$ cat src/pkg/nand_prog_pkg.sv
package nand_prog_pkg;

   // ----------------------------------------------------------------
   // Command bytes, erased byte value and last address cycle
   // ----------------------------------------------------------------
   localparam logic [7:0] CMD_OPEN         = 8'h80;
   localparam logic [7:0] CMD_CONFIRM      = 8'h10;
   localparam logic [7:0] CMD_QUEUE        = 8'h11;
   localparam logic [7:0] CMD_CACHE        = 8'h15;
   localparam logic [7:0] CMD_CHANGE       = 8'h85;
   localparam logic [7:0] CMD_STATUS       = 8'h70;
   localparam logic [7:0] CMD_STATUS_FIXED = 8'h71;
   localparam logic [7:0] CMD_STATUS_ENH   = 8'h78;
   localparam logic [7:0] CMD_RESET        = 8'hff;
   localparam logic [7:0] CMD_RESET_SYNC   = 8'hfc;
   localparam logic [7:0] CMD_RESET_LUN    = 8'hfa;
   localparam logic [7:0] ERASED_BYTE      = 8'hff;
   localparam logic [2:0] LAST_ADDR_CYCLE  = 3'h4;

   // ----------------------------------------------------------------
   // Status byte fields
   // ----------------------------------------------------------------
   localparam int SR_FAIL        = 0;
   localparam int SR_CACHED_FAIL = 1;
   localparam int SR_ARRAY_READY = 5;
   localparam int SR_RDY         = 6;

   // ----------------------------------------------------------------
   // Register map and fields
   // ----------------------------------------------------------------
   localparam logic [7:0] REG_CTRL    = 8'h00;
   localparam logic [7:0] REG_STATUS  = 8'h04;
   localparam logic [7:0] REG_PAGES   = 8'h08;
   localparam logic [7:0] REG_ROW     = 8'h0c;
   localparam logic [7:0] REG_ILLEGAL = 8'h10;
   localparam logic [7:0] REG_PEEK    = 8'h14;
   localparam logic [31:0] CTRL_RESET = 32'h0000_0000;
   localparam int CTRL_FAIL_BIT  = 0;
   localparam int CTRL_BYTE_LSB  = 16;
   localparam int CTRL_PLANE_LSB = 24;
   localparam logic [1:0] RESP_OKAY   = 2'h0;
   localparam logic [1:0] RESP_SLVERR = 2'h2;

   // ----------------------------------------------------------------
   // Timing
   // ----------------------------------------------------------------
   localparam int CLOCK_PERIOD_NS        = 100;
   localparam int ARRAY_PROGRAM_TIME_NS  = 200000;
   localparam int CACHE_BUSY_TIME_NS     = 3000;
   localparam int QUEUE_BUSY_TIME_NS     = 500;
   localparam int ARRAY_PROGRAM_CYCLES   =
      (ARRAY_PROGRAM_TIME_NS + CLOCK_PERIOD_NS - 1) / CLOCK_PERIOD_NS;
   localparam int CACHE_BUSY_CYCLES      =
      (CACHE_BUSY_TIME_NS + CLOCK_PERIOD_NS - 1) / CLOCK_PERIOD_NS;
   localparam int QUEUE_BUSY_CYCLES      =
      (QUEUE_BUSY_TIME_NS + CLOCK_PERIOD_NS - 1) / CLOCK_PERIOD_NS;

   typedef struct packed {
      logic       cmd_we;
      logic       addr_we;
      logic       data_we;
      logic [7:0] data;
   } nand_bus_t;

endpackage

$ cat src/rtl/busy_timer.sv
`timescale 1ns/1ps
module busy_timer #(
   parameter int W = 16
) (
   input  wire logic         clock_i,
   input  wire logic         rstn_i,
   input  wire logic         clear_i,
   input  wire logic         load_i,
   input  wire logic [W-1:0] count_i,
   output logic              busy_o,
   output logic              done_o
);

   logic [W-1:0] remain;

   always_ff @(posedge clock_i or negedge rstn_i) begin
      if (!rstn_i) begin
         remain <= '0;
      end else if (clear_i) begin
         remain <= '0;
      end else if (load_i) begin
         remain <= count_i;
      end else if (remain != '0) begin
         remain <= remain - 1'b1;
      end
   end

   assign busy_o = remain != '0;
   assign done_o = (remain == W'(1)) && !clear_i && !load_i;

endmodule

$ cat src/rtl/nand_page_program_sequencer.sv
// The register addresses and the AXI4-Lite interface to the registers were chosen for this implementation.
`timescale 1ns/1ps
module nand_page_program_sequencer #(
   parameter int PLANES            = 4,
   parameter int CACHE_BYTES       = 16,
   parameter int PAGE_BITS         = 8,
   parameter int PROGRAM_CYCLES    = nand_prog_pkg::ARRAY_PROGRAM_CYCLES,
   parameter int CACHE_BUSY_CYCLES = nand_prog_pkg::CACHE_BUSY_CYCLES,
   parameter int QUEUE_BUSY_CYCLES = nand_prog_pkg::QUEUE_BUSY_CYCLES
) (
   input  wire logic                      clock_i,
   input  wire logic                      rstn_i,
   input  wire nand_prog_pkg::nand_bus_t  bus_i,
   output logic [7:0]                     status_o,
   output logic                           status_valid_o,
   output logic                           rb_o,
   output logic                           rb_oe_o,
   output logic [PLANES-1:0]              array_planes_o,
   input  wire logic                      awvalid_i,
   output logic                           awready_o,
   input  wire logic [7:0]                awaddr_i,
   input  wire logic                      wvalid_i,
   output logic                           wready_o,
   input  wire logic [31:0]               wdata_i,
   input  wire logic [3:0]                wstrb_i,
   output logic                           bvalid_o,
   input  wire logic                      bready_i,
   output logic [1:0]                     bresp_o,
   input  wire logic                      arvalid_i,
   output logic                           arready_o,
   input  wire logic [7:0]                araddr_i,
   output logic                           rvalid_o,
   input  wire logic                      rready_i,
   output logic [31:0]                    rdata_o,
   output logic [1:0]                     rresp_o
);

   localparam int PB = $clog2(PLANES);
   localparam int CB = $clog2(CACHE_BYTES);

   typedef enum logic [2:0] {S_IDLE, S_ADDR, S_DATA, S_CHANGE, S_WAIT, S_PROG_BUSY} seq_state_t;
   typedef enum logic [1:0] {K_PROG, K_CACHE, K_QUEUE} confirm_kind_t;

   seq_state_t    state;
   confirm_kind_t kind;
   logic [2:0]    addr_cnt;
   logic [15:0]   col;
   logic [23:0]   row;
   logic [PLANES-1:0] queue_mask;
   logic          queued;
   logic [15:0]   illegal;
   logic [15:0]   pages;
   logic          fail;
   logic          fail_c;
   logic [31:0]   ctrl;
   logic          if_busy;
   logic          array_busy;
   logic          array_done;
   logic          rdy;
   logic          array_ready_flag;
   logic [PLANES-1:0] plane_bit;
   logic [PLANES-1:0] next_array_mask;
   logic [7:0]    plane_peek [PLANES];

   // ----------------------------------------------------------------
   // Command decode
   // ----------------------------------------------------------------
   logic cmd_status, cmd_reset, cmd_open, cmd_confirm, cmd_cache, cmd_queue, cmd_change;
   logic clear_cache, write_en, start_array, confirm_any;

   always_comb begin
      cmd_status  = bus_i.cmd_we && (bus_i.data == nand_prog_pkg::CMD_STATUS ||
                    bus_i.data == nand_prog_pkg::CMD_STATUS_FIXED ||
                    bus_i.data == nand_prog_pkg::CMD_STATUS_ENH);
      cmd_reset   = bus_i.cmd_we && (bus_i.data == nand_prog_pkg::CMD_RESET ||
                    bus_i.data == nand_prog_pkg::CMD_RESET_SYNC ||
                    bus_i.data == nand_prog_pkg::CMD_RESET_LUN);
      cmd_open    = bus_i.cmd_we && bus_i.data == nand_prog_pkg::CMD_OPEN;
      cmd_confirm = bus_i.cmd_we && bus_i.data == nand_prog_pkg::CMD_CONFIRM;
      cmd_cache   = bus_i.cmd_we && bus_i.data == nand_prog_pkg::CMD_CACHE;
      cmd_queue   = bus_i.cmd_we && bus_i.data == nand_prog_pkg::CMD_QUEUE;
      cmd_change  = bus_i.cmd_we && bus_i.data == nand_prog_pkg::CMD_CHANGE;
      plane_bit   = '0;
      plane_bit[row[PAGE_BITS +: PB]] = 1'b1;
   end

   // Ready only while no confirm is being worked off; array ready needs both.
   assign rdy  = state != S_WAIT && state != S_PROG_BUSY;
   assign array_ready_flag = rdy && !array_busy;
   assign confirm_any = state == S_DATA && (cmd_confirm || cmd_cache || cmd_queue);
   assign clear_cache = state == S_IDLE && cmd_open && !queued;
   assign write_en    = bus_i.data_we && (state == S_DATA || state == S_CHANGE) &&
                        col < 16'(CACHE_BYTES);
   // A cached confirm waits both its own busy interval and the earlier array write.
   assign start_array = state == S_WAIT && kind != K_QUEUE && !array_busy &&
                        (kind == K_PROG || !if_busy);
   assign next_array_mask = queue_mask | plane_bit;

   // ----------------------------------------------------------------
   // Sequence control
   // ----------------------------------------------------------------
   always_ff @(posedge clock_i or negedge rstn_i) begin
      if (!rstn_i) begin
         state      <= S_IDLE;
         kind       <= K_PROG;
         addr_cnt   <= '0;
         col        <= '0;
         row        <= '0;
         queue_mask <= '0;
         queued     <= 1'b0;
         illegal    <= '0;
      end else if (cmd_reset) begin
         state      <= S_IDLE;
         queue_mask <= '0;
         queued     <= 1'b0;
      end else begin
         case (state)
            S_IDLE: begin
               if (cmd_open) begin
                  state    <= S_ADDR;
                  addr_cnt <= '0;
               end else if (bus_i.cmd_we && !cmd_status) begin
                  illegal <= illegal + 1'b1;
               end
            end
            S_ADDR, S_CHANGE: begin
               if (bus_i.addr_we) begin
                  case (addr_cnt)
                     3'h0: col[7:0]   <= bus_i.data;
                     3'h1: col[15:8]  <= bus_i.data;
                     3'h2: row[7:0]   <= bus_i.data;
                     3'h3: row[15:8]  <= bus_i.data;
                     default: row[23:16] <= bus_i.data;
                  endcase
                  addr_cnt <= addr_cnt + 1'b1;
                  if (state == S_ADDR && addr_cnt == nand_prog_pkg::LAST_ADDR_CYCLE) begin
                     state <= S_DATA;
                  end
               end else if (state == S_CHANGE && bus_i.data_we) begin
                  state <= S_DATA;
                  col   <= col + 1'b1;
               end else if (bus_i.cmd_we && !cmd_status) begin
                  illegal <= illegal + 1'b1;
               end
            end
            S_DATA: begin
               if (bus_i.data_we) begin
                  col <= col + 1'b1;
               end
               if (cmd_change) begin
                  state    <= S_CHANGE;
                  addr_cnt <= '0;
               end else if (confirm_any) begin
                  state <= S_WAIT;
                  // The confirm byte alone tells a plain program from a cached one.
                  kind  <= cmd_confirm ? K_PROG : (cmd_cache ? K_CACHE : K_QUEUE);
                  if (cmd_queue) begin
                     queue_mask <= next_array_mask;
                  end
               end else if (bus_i.cmd_we && !cmd_status) begin
                  illegal <= illegal + 1'b1;
               end
            end
            S_WAIT: begin
               if (kind == K_QUEUE && !if_busy) begin
                  state  <= S_IDLE;
                  queued <= 1'b1;
               end else if (start_array) begin
                  state      <= kind == K_PROG ? S_PROG_BUSY : S_IDLE;
                  queue_mask <= '0;
                  queued     <= 1'b0;
               end
               if (bus_i.cmd_we && !cmd_status) begin
                  illegal <= illegal + 1'b1;
               end
            end
            S_PROG_BUSY: begin
               if (array_done) begin
                  state <= S_IDLE;
               end
               if (bus_i.cmd_we && !cmd_status) begin
                  illegal <= illegal + 1'b1;
               end
            end
            default: state <= S_IDLE;
         endcase
      end
   end

   // ----------------------------------------------------------------
   // Busy timers
   // ----------------------------------------------------------------
   busy_timer #(.W(16)) u_if_timer (
      .clock_i (clock_i),
      .rstn_i  (rstn_i),
      .clear_i (cmd_reset),
      .load_i  (confirm_any && !cmd_confirm),
      .count_i (cmd_cache ? 16'(CACHE_BUSY_CYCLES) : 16'(QUEUE_BUSY_CYCLES)),
      .busy_o  (if_busy),
      .done_o  ()
   );

   busy_timer #(.W(16)) u_array_timer (
      .clock_i (clock_i),
      .rstn_i  (rstn_i),
      .clear_i (cmd_reset),
      .load_i  (start_array),
      .count_i (16'(PROGRAM_CYCLES)),
      .busy_o  (array_busy),
      .done_o  (array_done)
   );

   // ----------------------------------------------------------------
   // Array result and status
   // ----------------------------------------------------------------
   always_ff @(posedge clock_i or negedge rstn_i) begin
      if (!rstn_i) begin
         array_planes_o <= '0;
         fail           <= 1'b0;
         fail_c         <= 1'b0;
         pages          <= '0;
      end else if (cmd_reset) begin
         array_planes_o <= '0;
         fail           <= 1'b0;
         fail_c         <= 1'b0;
      end else if (start_array) begin
         array_planes_o <= next_array_mask;
      end else if (array_done) begin
         fail_c <= fail;
         fail   <= ctrl[nand_prog_pkg::CTRL_FAIL_BIT];
         pages  <= pages + 1'b1;
      end
   end

   always_ff @(posedge clock_i or negedge rstn_i) begin
      if (!rstn_i) begin
         status_o       <= '0;
         status_valid_o <= 1'b0;
         rb_oe_o        <= 1'b0;
      end else begin
         status_o                                <= '0;
         status_o[nand_prog_pkg::SR_RDY]         <= rdy;
         status_o[nand_prog_pkg::SR_ARRAY_READY] <= array_ready_flag;
         status_o[nand_prog_pkg::SR_CACHED_FAIL] <= fail_c;
         status_o[nand_prog_pkg::SR_FAIL]        <= fail;
         status_valid_o                          <= cmd_status;
         rb_oe_o                                 <= !rdy;
      end
   end

   assign rb_o = 1'b0;

   // ----------------------------------------------------------------
   // Cache and data registers per plane
   // ----------------------------------------------------------------
   for (genvar p = 0; p < PLANES; p++) begin : g_plane
      logic [7:0] cache_row [CACHE_BYTES];
      logic [7:0] data_row  [CACHE_BYTES];
      always_ff @(posedge clock_i) begin
         if (clear_cache) begin
            for (int i = 0; i < CACHE_BYTES; i++) begin
               cache_row[i] <= nand_prog_pkg::ERASED_BYTE;
            end
         end else if (write_en && plane_bit[p]) begin
            cache_row[col[CB-1:0]] <= bus_i.data;
         end
         if (start_array && next_array_mask[p]) begin
            data_row <= cache_row;
         end
      end
      assign plane_peek[p] = data_row[ctrl[nand_prog_pkg::CTRL_BYTE_LSB +: CB]];
   end

   // ----------------------------------------------------------------
   // AXI4-Lite slave
   // ----------------------------------------------------------------
   logic       aw_have, w_have;
   logic [7:0] aw_addr;
   logic [31:0] w_data;
   logic [3:0] w_strb;

   assign awready_o = !aw_have && !bvalid_o;
   assign wready_o  = !w_have && !bvalid_o;
   assign arready_o = !rvalid_o;

   always_ff @(posedge clock_i or negedge rstn_i) begin
      if (!rstn_i) begin
         aw_have  <= 1'b0;
         w_have   <= 1'b0;
         aw_addr  <= '0;
         w_data   <= '0;
         w_strb   <= '0;
         bvalid_o <= 1'b0;
         bresp_o  <= nand_prog_pkg::RESP_OKAY;
         ctrl     <= nand_prog_pkg::CTRL_RESET;
      end else begin
         if (awvalid_i && awready_o) begin
            aw_have <= 1'b1;
            aw_addr <= awaddr_i;
         end
         if (wvalid_i && wready_o) begin
            w_have <= 1'b1;
            w_data <= wdata_i;
            w_strb <= wstrb_i;
         end
         if (aw_have && w_have) begin
            aw_have  <= 1'b0;
            w_have   <= 1'b0;
            bvalid_o <= 1'b1;
            bresp_o  <= nand_prog_pkg::RESP_OKAY;
            if (aw_addr == nand_prog_pkg::REG_CTRL) begin
               for (int b = 0; b < 4; b++) begin
                  if (w_strb[b]) begin
                     ctrl[b*8 +: 8] <= w_data[b*8 +: 8];
                  end
               end
            end else if (aw_addr != nand_prog_pkg::REG_STATUS &&
                         aw_addr != nand_prog_pkg::REG_PAGES &&
                         aw_addr != nand_prog_pkg::REG_ROW &&
                         aw_addr != nand_prog_pkg::REG_ILLEGAL &&
                         aw_addr != nand_prog_pkg::REG_PEEK) begin
               bresp_o <= nand_prog_pkg::RESP_SLVERR;
            end
         end else if (bvalid_o && bready_i) begin
            bvalid_o <= 1'b0;
         end
      end
   end

   always_ff @(posedge clock_i or negedge rstn_i) begin
      if (!rstn_i) begin
         rvalid_o <= 1'b0;
         rdata_o  <= '0;
         rresp_o  <= nand_prog_pkg::RESP_OKAY;
      end else if (arvalid_i && arready_o) begin
         rvalid_o <= 1'b1;
         rresp_o  <= nand_prog_pkg::RESP_OKAY;
         case (araddr_i)
            nand_prog_pkg::REG_CTRL:    rdata_o <= ctrl;
            nand_prog_pkg::REG_STATUS:  rdata_o <= {21'h0, state, status_o};
            nand_prog_pkg::REG_PAGES:   rdata_o <= {16'h0, pages};
            nand_prog_pkg::REG_ROW:     rdata_o <= {8'h0, row};
            nand_prog_pkg::REG_ILLEGAL: rdata_o <= {16'h0, illegal};
            nand_prog_pkg::REG_PEEK:
               rdata_o <= {24'h0, plane_peek[ctrl[nand_prog_pkg::CTRL_PLANE_LSB +: PB]]};
            default: begin
               rdata_o <= '0;
               rresp_o <= nand_prog_pkg::RESP_SLVERR;
            end
         endcase
      end else if (rvalid_o && rready_i) begin
         rvalid_o <= 1'b0;
      end
   end
endmodule
$ cat config.mk
export PLATFORM = sky130hd
export DESIGN_NAME = nand_page_program_sequencer
export DESIGN_NICKNAME = d
export VERILOG_FILES = /design/src/pkg/nand_prog_pkg.sv /design/src/rtl/busy_timer.sv /design/src/rtl/nand_page_program_sequencer.sv
export SDC_FILE = /design/constraint.sdc
export NUM_CORES = 2
export LEC_CHECK = 0
export BUFFER_PORTS_ARGS = -buffer_cell sky130_fd_sc_hd__buf_2
export CAP_MARGIN = 20
export CORE_ASPECT_RATIO = 0.8
export CORE_MARGIN = 4
export CORE_UTILIZATION = 52
export DETAILED_ROUTE_END_ITERATION = 12
export PLACE_DENSITY = 0.78
export SLEW_MARGIN = 20
export SYNTH_ARGS = -nofsm -noshare
export SYNTH_HDL_FRONTEND = slang
export SYNTH_SLANG_ARGS = --single-unit
$ cat constraint.sdc
create_clock -name clock_i -period 18 [get_ports clock_i]
set_input_delay 0.9 -clock clock_i [delete_from_list [all_inputs] [get_ports clock_i]]
set_output_delay 0.9 -clock clock_i [all_outputs]
set_load 0.02 [all_outputs]
# Word level (Yosys, flattened, before mapping)
# Index checks and enable logic that the tools add are counted.
# totals
regBits,1269
input_bits,70
# classes
n_addsub,6
order_cmp,7
n_eq_ne,59
n_mux,92
bitwise,8
n_reduce_logical,108
# op_table
cell,n
bitwise mux 128 bit,4
two-way mux 16 bit,15
one-hot mux 32 bit (6 select lines),1
binary-select mux 8 bit (select 4 bit),4
two-way mux 8 bit,13
one-hot mux 16 bit (4 select lines),1
adder 16 x 1 -> 16 bit (second input constant),3
logical AND 1 bit,46
two-way mux 3 bit,14
equality test 8 x 5 -> 1 bit (second input constant),5
equality test 8 bit (second input constant),5
demux 8 bit (select 4 bit),1
two-way mux 4 bit,8
one-hot mux 16 bit (2 select lines),1
nonzero test 16 bit,2
subtractor 16 x 1 -> 16 bit (second input constant),2
!= test 3 x 2 -> 1 bit (second input constant),9
equality test 8 x 7 -> 1 bit (second input constant),3
!= test 2 bit (second input constant),10
two-way mux 1 bit,19
binary-select mux 8 bit (select 2 bit),1
equality test 16 x 1 -> 1 bit (second input constant),1
equality test 8 x 4 -> 1 bit (second input constant),2
logical NOT 8 bit,2
other kinds (45),108

# Logic depth before layout (Yosys ltp)
# depth
word_depth,10
mapped_depth,10

# Hierarchy
# From an unflattened synthesis, not the netlist that was laid out.
# unflattened
hier_cells,4195
hier_area_um2,49052.0
# modules_own_cells
module,instances,cells_per_inst,area_per_inst_um2,seq_area_each_um2
nand_page_program_sequencer,1,3977,47057.6,30904.6
busy_timer,2,109,997.2,400.4

# Worst setup path after synthesis
# No wires, ideal clock.
# synth_path
kind,register -> register
startpoint,register u_if_timer.remain[8]
endpoint,register g_plane[3].data_row[0] (netlist name) (enable)
t_arrival_ns,7.325
setup_slack_ns,10.057
path_stages_with_launch,7
path_buffers,1
period_less_slack_ns,7.943
cell_sequence,dfrtp_1 -> or4_4 -> or4_4 -> buf_6 -> o31ai_4 -> nand3_1 -> nor2_1
# synth_via
elab_chain_len,5
# synth_rtl
item,line,text
"start, declared",busy_timer.sv:14,logic [W-1:0] remain;
"start signal, assigned",busy_timer.sv:22,remain <= count_i;
"start signal, assigned",busy_timer.sv:24,remain <= remain - 1'b1;
nonzero test 16 bit,busy_timer.sv:28,assign busy_o = remain != '0;
logical NOT 1 bit,nand_page_program_sequencer.sv:96,(kind == K_PROG || !if_busy);
logical OR 1 bit,nand_page_program_sequencer.sv:96,
logical AND 1 bit,nand_page_program_sequencer.sv:95,assign start_array = state == S_WAIT && kind != K_QUEUE && !array_busy &&
logical AND 1 bit,nand_page_program_sequencer.sv:267,if (start_array && next_array_mask[p]) begin
"end signal, assigned",nand_page_program_sequencer.sv:268,data_row <= cache_row;
"end, declared",nand_page_program_sequencer.sv:258,logic [7:0] data_row [CACHE_BYTES];
# No other way between the ends.
# A chain may end at the register's enable or synchronous reset.

# Worst setup path in the final report
# layout_path
startpoint,input bus_i[5] (netlist name)
endpoint,register g_plane[3].cache_row[14] (netlist name)
# layout_via
elab_chain_len,4
# layout_rtl
item,line,text
"start, declared",nand_page_program_sequencer.sv:13,"input wire nand_prog_pkg::nand_bus_t bus_i,"
equality test 8 bit,nand_page_program_sequencer.sv:78,cmd_open = bus_i.cmd_we && bus_i.data == nand_prog_pkg::CMD_OPEN;
logical AND 1 bit,nand_page_program_sequencer.sv:78,
logical AND 1 bit (2 in series),nand_page_program_sequencer.sv:91,assign clear_cache = state == S_IDLE && cmd_open && !queued;
"end signal, assigned by index",nand_page_program_sequencer.sv:262,cache_row[i] <= nand_prog_pkg::ERASED_BYTE;
"end signal, assigned by index",nand_page_program_sequencer.sv:265,cache_row[col[CB-1:0]] <= bus_i.data;
"end, declared",nand_page_program_sequencer.sv:257,logic [7:0] cache_row [CACHE_BYTES];
# No other way between the ends.

==> out/metrics.cfg <==
[final_layout]
area.growth.synth_to_final_pct = 10.41
drive_gt1_share_pct = 13.87
fill_cells = 7078
fin_nets = 4281
antenna_cells = 0
multi_input_area_um2 = 16140
register_area_um2 = 31720

[setup_path]
end_kind = register
crit_chain = buf_2 > buf_4 > nor2_1 > nand3_1 > or3_4 > buf_6 > buf_4 > nand3_1
r2r_end = g_plane[2].data_row[62]
critPathArrivalTime_ns = 4.94
start_kind = input port
crit_start = bus_i[5]
r2r_setup_slack_ns = 13.61
worstPathRequired_ns = 18.51
r2r-start = u_if_timer.remain[8]
cp_max_fo = 107
crit_slowest_cell = buf_4
critPathKind = input port to register
crit_path_max_incr_delay_ns = 0.86
rr_worst_depth = 7

[detailed_routing]
drc = 0
drtIter0Drc = 4732
ant_nets = 0
drt-pass1-iter-count = 6
routed_via_density = 6.067
vias = 33453
routed_wl_um = 124700
drt-wirelength-per-cell_um = 22.62

[grt]
grt_pass1_vias = 32088
antenna_found_initial = 2
grt_usage_pct = 24.99
grt_max_degree = 113
grt-ovfl-total = 0
grt_pass1_wl_um = 190600

[timing]
fmax_mhz = 225.8
hold_slack_ns = 0.2645
min_period_ns = 4.430
finalSetupViolations = 0
fin_crit_sh_pct = 24.61
rsz0062_at_grt = false
clock_skew_ns = 0.03046
hold_viol_final = 0
tns_ns = 0
drv_slew = 0
tightest_slew_ns = 1.144
slew_headroom_pct = 23.71

[power_and_ir_drop]
p_per_area_nw_per_um2 = 118.2
p_leak_uw = 0.02004
vdd_drop_max_mv = 0.08448

[min_path]
hp-class = input port to async pin

[placement]
dp_hpwl_um = 76880
port_buffers = 118
place.gp.congestion = 0.9030

[yosys]
ys_seq_area_share_pct = 64.84
synthMuxAreaShare_pct = 9.557
yosysTopAreaCellShare_pct = 31.44
synth_area_um2 = 48900
synth_top_cell_by_area = edfxtp_1
synth-simple-area-share_pct = 17.35
syn-mean-instance-area_um2 = 11.69
synth_top_family_by_area = simple AND/OR/NAND/NOR gates
synth_cell_types = 82
synth_edf_count = 512
postSynthCellCount = 4182
synth_area_leaders = edfxtp_1 31%, dfxtp_1 21%, dfrtp_1 12%
synth_compound_area_share_pct = 4.595
synth_xor_area_share_pct = 0.9493
ys.flop_type = edfxtp_1
ys_warn_count = 0
synth-seq-cells = 1267
synth-async-reset-ratio_pct = 19.18
synthAdderAreaFrac_pct = 0.4094

[cts]
clk_pin_slew_ns = 0.07
h-tree-depth = 3
ctsResizeCount = 0
cts_tree = yes
ctsHoldBuffers = 0
cts_setup_buffers = 0
clock-sinks = 1267
cts-buffers-inserted = 109
clk_latency_ns = 0.69
clockRootBuffer = clkbuf_16
cts_buffer_depth = 3

[floorplan]
die_area_um2 = 99040
die_h_um = 282.3
rows = 100
die_x_um = 350.9
initial_core_util_pct = 52.46
coreArea_um2 = 93210
io_pins = 126

[flow_run]
max_cap_viol_count = 0

[run_status]
status = complete, no violations

[per-layer routing]
layer | share of wire [%] | track usage [%]
met5 | 0.0056 | 0
met4 | 3.9 | 9.164
met3 | 11 | 5.408
met2 | 45 | 37.78
met1 | 40 | 35.95
[stage by stage]
step	utilization [%]	cell area [um2]	std cells	total power (uW)	worst slack (ns)
finish	57.92	53990	5514	6384	13.57
CTS	57.90	53970	5514	6382	13.45
global placement	53.99	50320	5308	4007	12.80
floorplan	-	48920	4188	3795	10.06
detailed placement	53.99	50320	5308	4037	12.72
global route	57.92	53990	5514	6588	13.40
[how the worst max path moves through the flow]
stage	end	slack [ns]	cells past startpoint
after floorplan	g_plane[3].data_row[0]	10.06	6
after global routing	g_plane[1].cache_row[24]	13.40	8
final	g_plane[3].cache_row[14]	13.57	8
after global placement	g_plane[1].cache_row[56]	12.80	8
after CTS	g_plane[1].cache_row[24]	13.45	8
after detailed placement	g_plane[1].cache_row[24]	12.72	8
[cells by family (layout without fill, tap and decap cells)]
logic type,after synthesis,after routing
buf+inv,278,380
simple gates,1954,1954
flops,1267,1267
mux,280,280
xor+xnor,53,53
other cells,1,7
fa+ha+maj,16,16
compound gates,333,333
[cells in the mapped netlist, types with 5 or more instances]
cell and n:
a2111oi_0 5, a211o_1 5, a211oi_1 9, a21o_1 6, a21oi_1 64, a21oi_2 6, a221oi_1 8, a22oi_1 36
a31oi_1 7, and2_1 24, and3_1 20, and4_1 7, buf_1 17, buf_2 23, buf_4 8, clkbuf_1 201
dfrtp_1 243, dfxtp_1 512, edfxtp_1 512, ha_1 16, inv_1 26, mux2_2 105, mux2i_1 36, mux4_2 139
nand2_1 1147, nand2b_1 7, nand3_1 492, nand3b_1 7, nand4_1 18, nor2_1 135, nor2b_1 20, nor3_1 26
nor4_1 6, o211ai_1 69, o21ai_0 67, o22a_1 5, o22ai_1 14, or3_1 11, xnor2_1 30, xor2_1 23
[area by class of cell]
cell class              instances  area share, %
well taps                    1224          2.836
flip-flops and latches       1267          58.74
multi-input cells            2643          29.90
inverters                      26         0.1947
clock inverters                41         0.7462
repair buffers                148          1.569
clock buffers                 165          6.009
[layout by cell type, fill, tap and decap left out, types with 7 or more instances in the layout]
cell type and n:
clkbuf_16 114, nand4_1 18, and2_1 23, a31oi_1 7, mux2_2 105, dfrtp_1 239
o21ai_0 67, xor2_1 23, edfxtp_1 512, xnor2_1 30, nand3_1 492, mux2i_1 36
or3_1 10, nand3b_1 7, nor3_1 25, nand2_1 1147, clkinv_2 15, conb_1 7
bufinv_16 7, buf_4 31, clkinv_1 12, a211oi_1 9, and4_1 7, nor2_1 134
ha_1 16, clkbuf_1 31, mux4_2 139, inv_1 22, dfxtp_1 512, a21oi_1 64
and3_1 20, buf_2 113, a22oi_1 36, clkbuf_8 20, o211ai_1 69, nor2b_1 20
o22ai_1 14, a221oi_1 8
[report_power, final]
| group | internal [uW] | total, uW | leakage (uW) | switching [uW] |
|---|---|---|---|---|
| Sequential | 3150 | 3310 | 0.0111 | 165 |
| Clock | 1350 | 2380 | 0.00179 | 1040 |
| Combinational | 272 | 688 | 0.00711 | 416 |
[critical path, delay by kind of cell]
| family | cells | cell delay, ns |
|---|---|---|
| simple gates | 4 | 1.37 |
| buf+inv | 4 | 2.50 |
[state kept, by name, summed over array words and instances, names as in the netlist, 2 cells and up]
name and cells:
aw_addr 8, kind 2, illegal 16, u_if_timer.remain 16, w_strb 4, ctrl 32, status_o 4, u_array_timer.remain 16
queue_mask 4, array_planes_o 4, g_plane.cache_row 512, pages 16, col 16, addr_cnt 3, rdata_o 32, row 24
g_plane.data_row 512, w_data 32, state 3
Power figures use the tool's default switching activity.
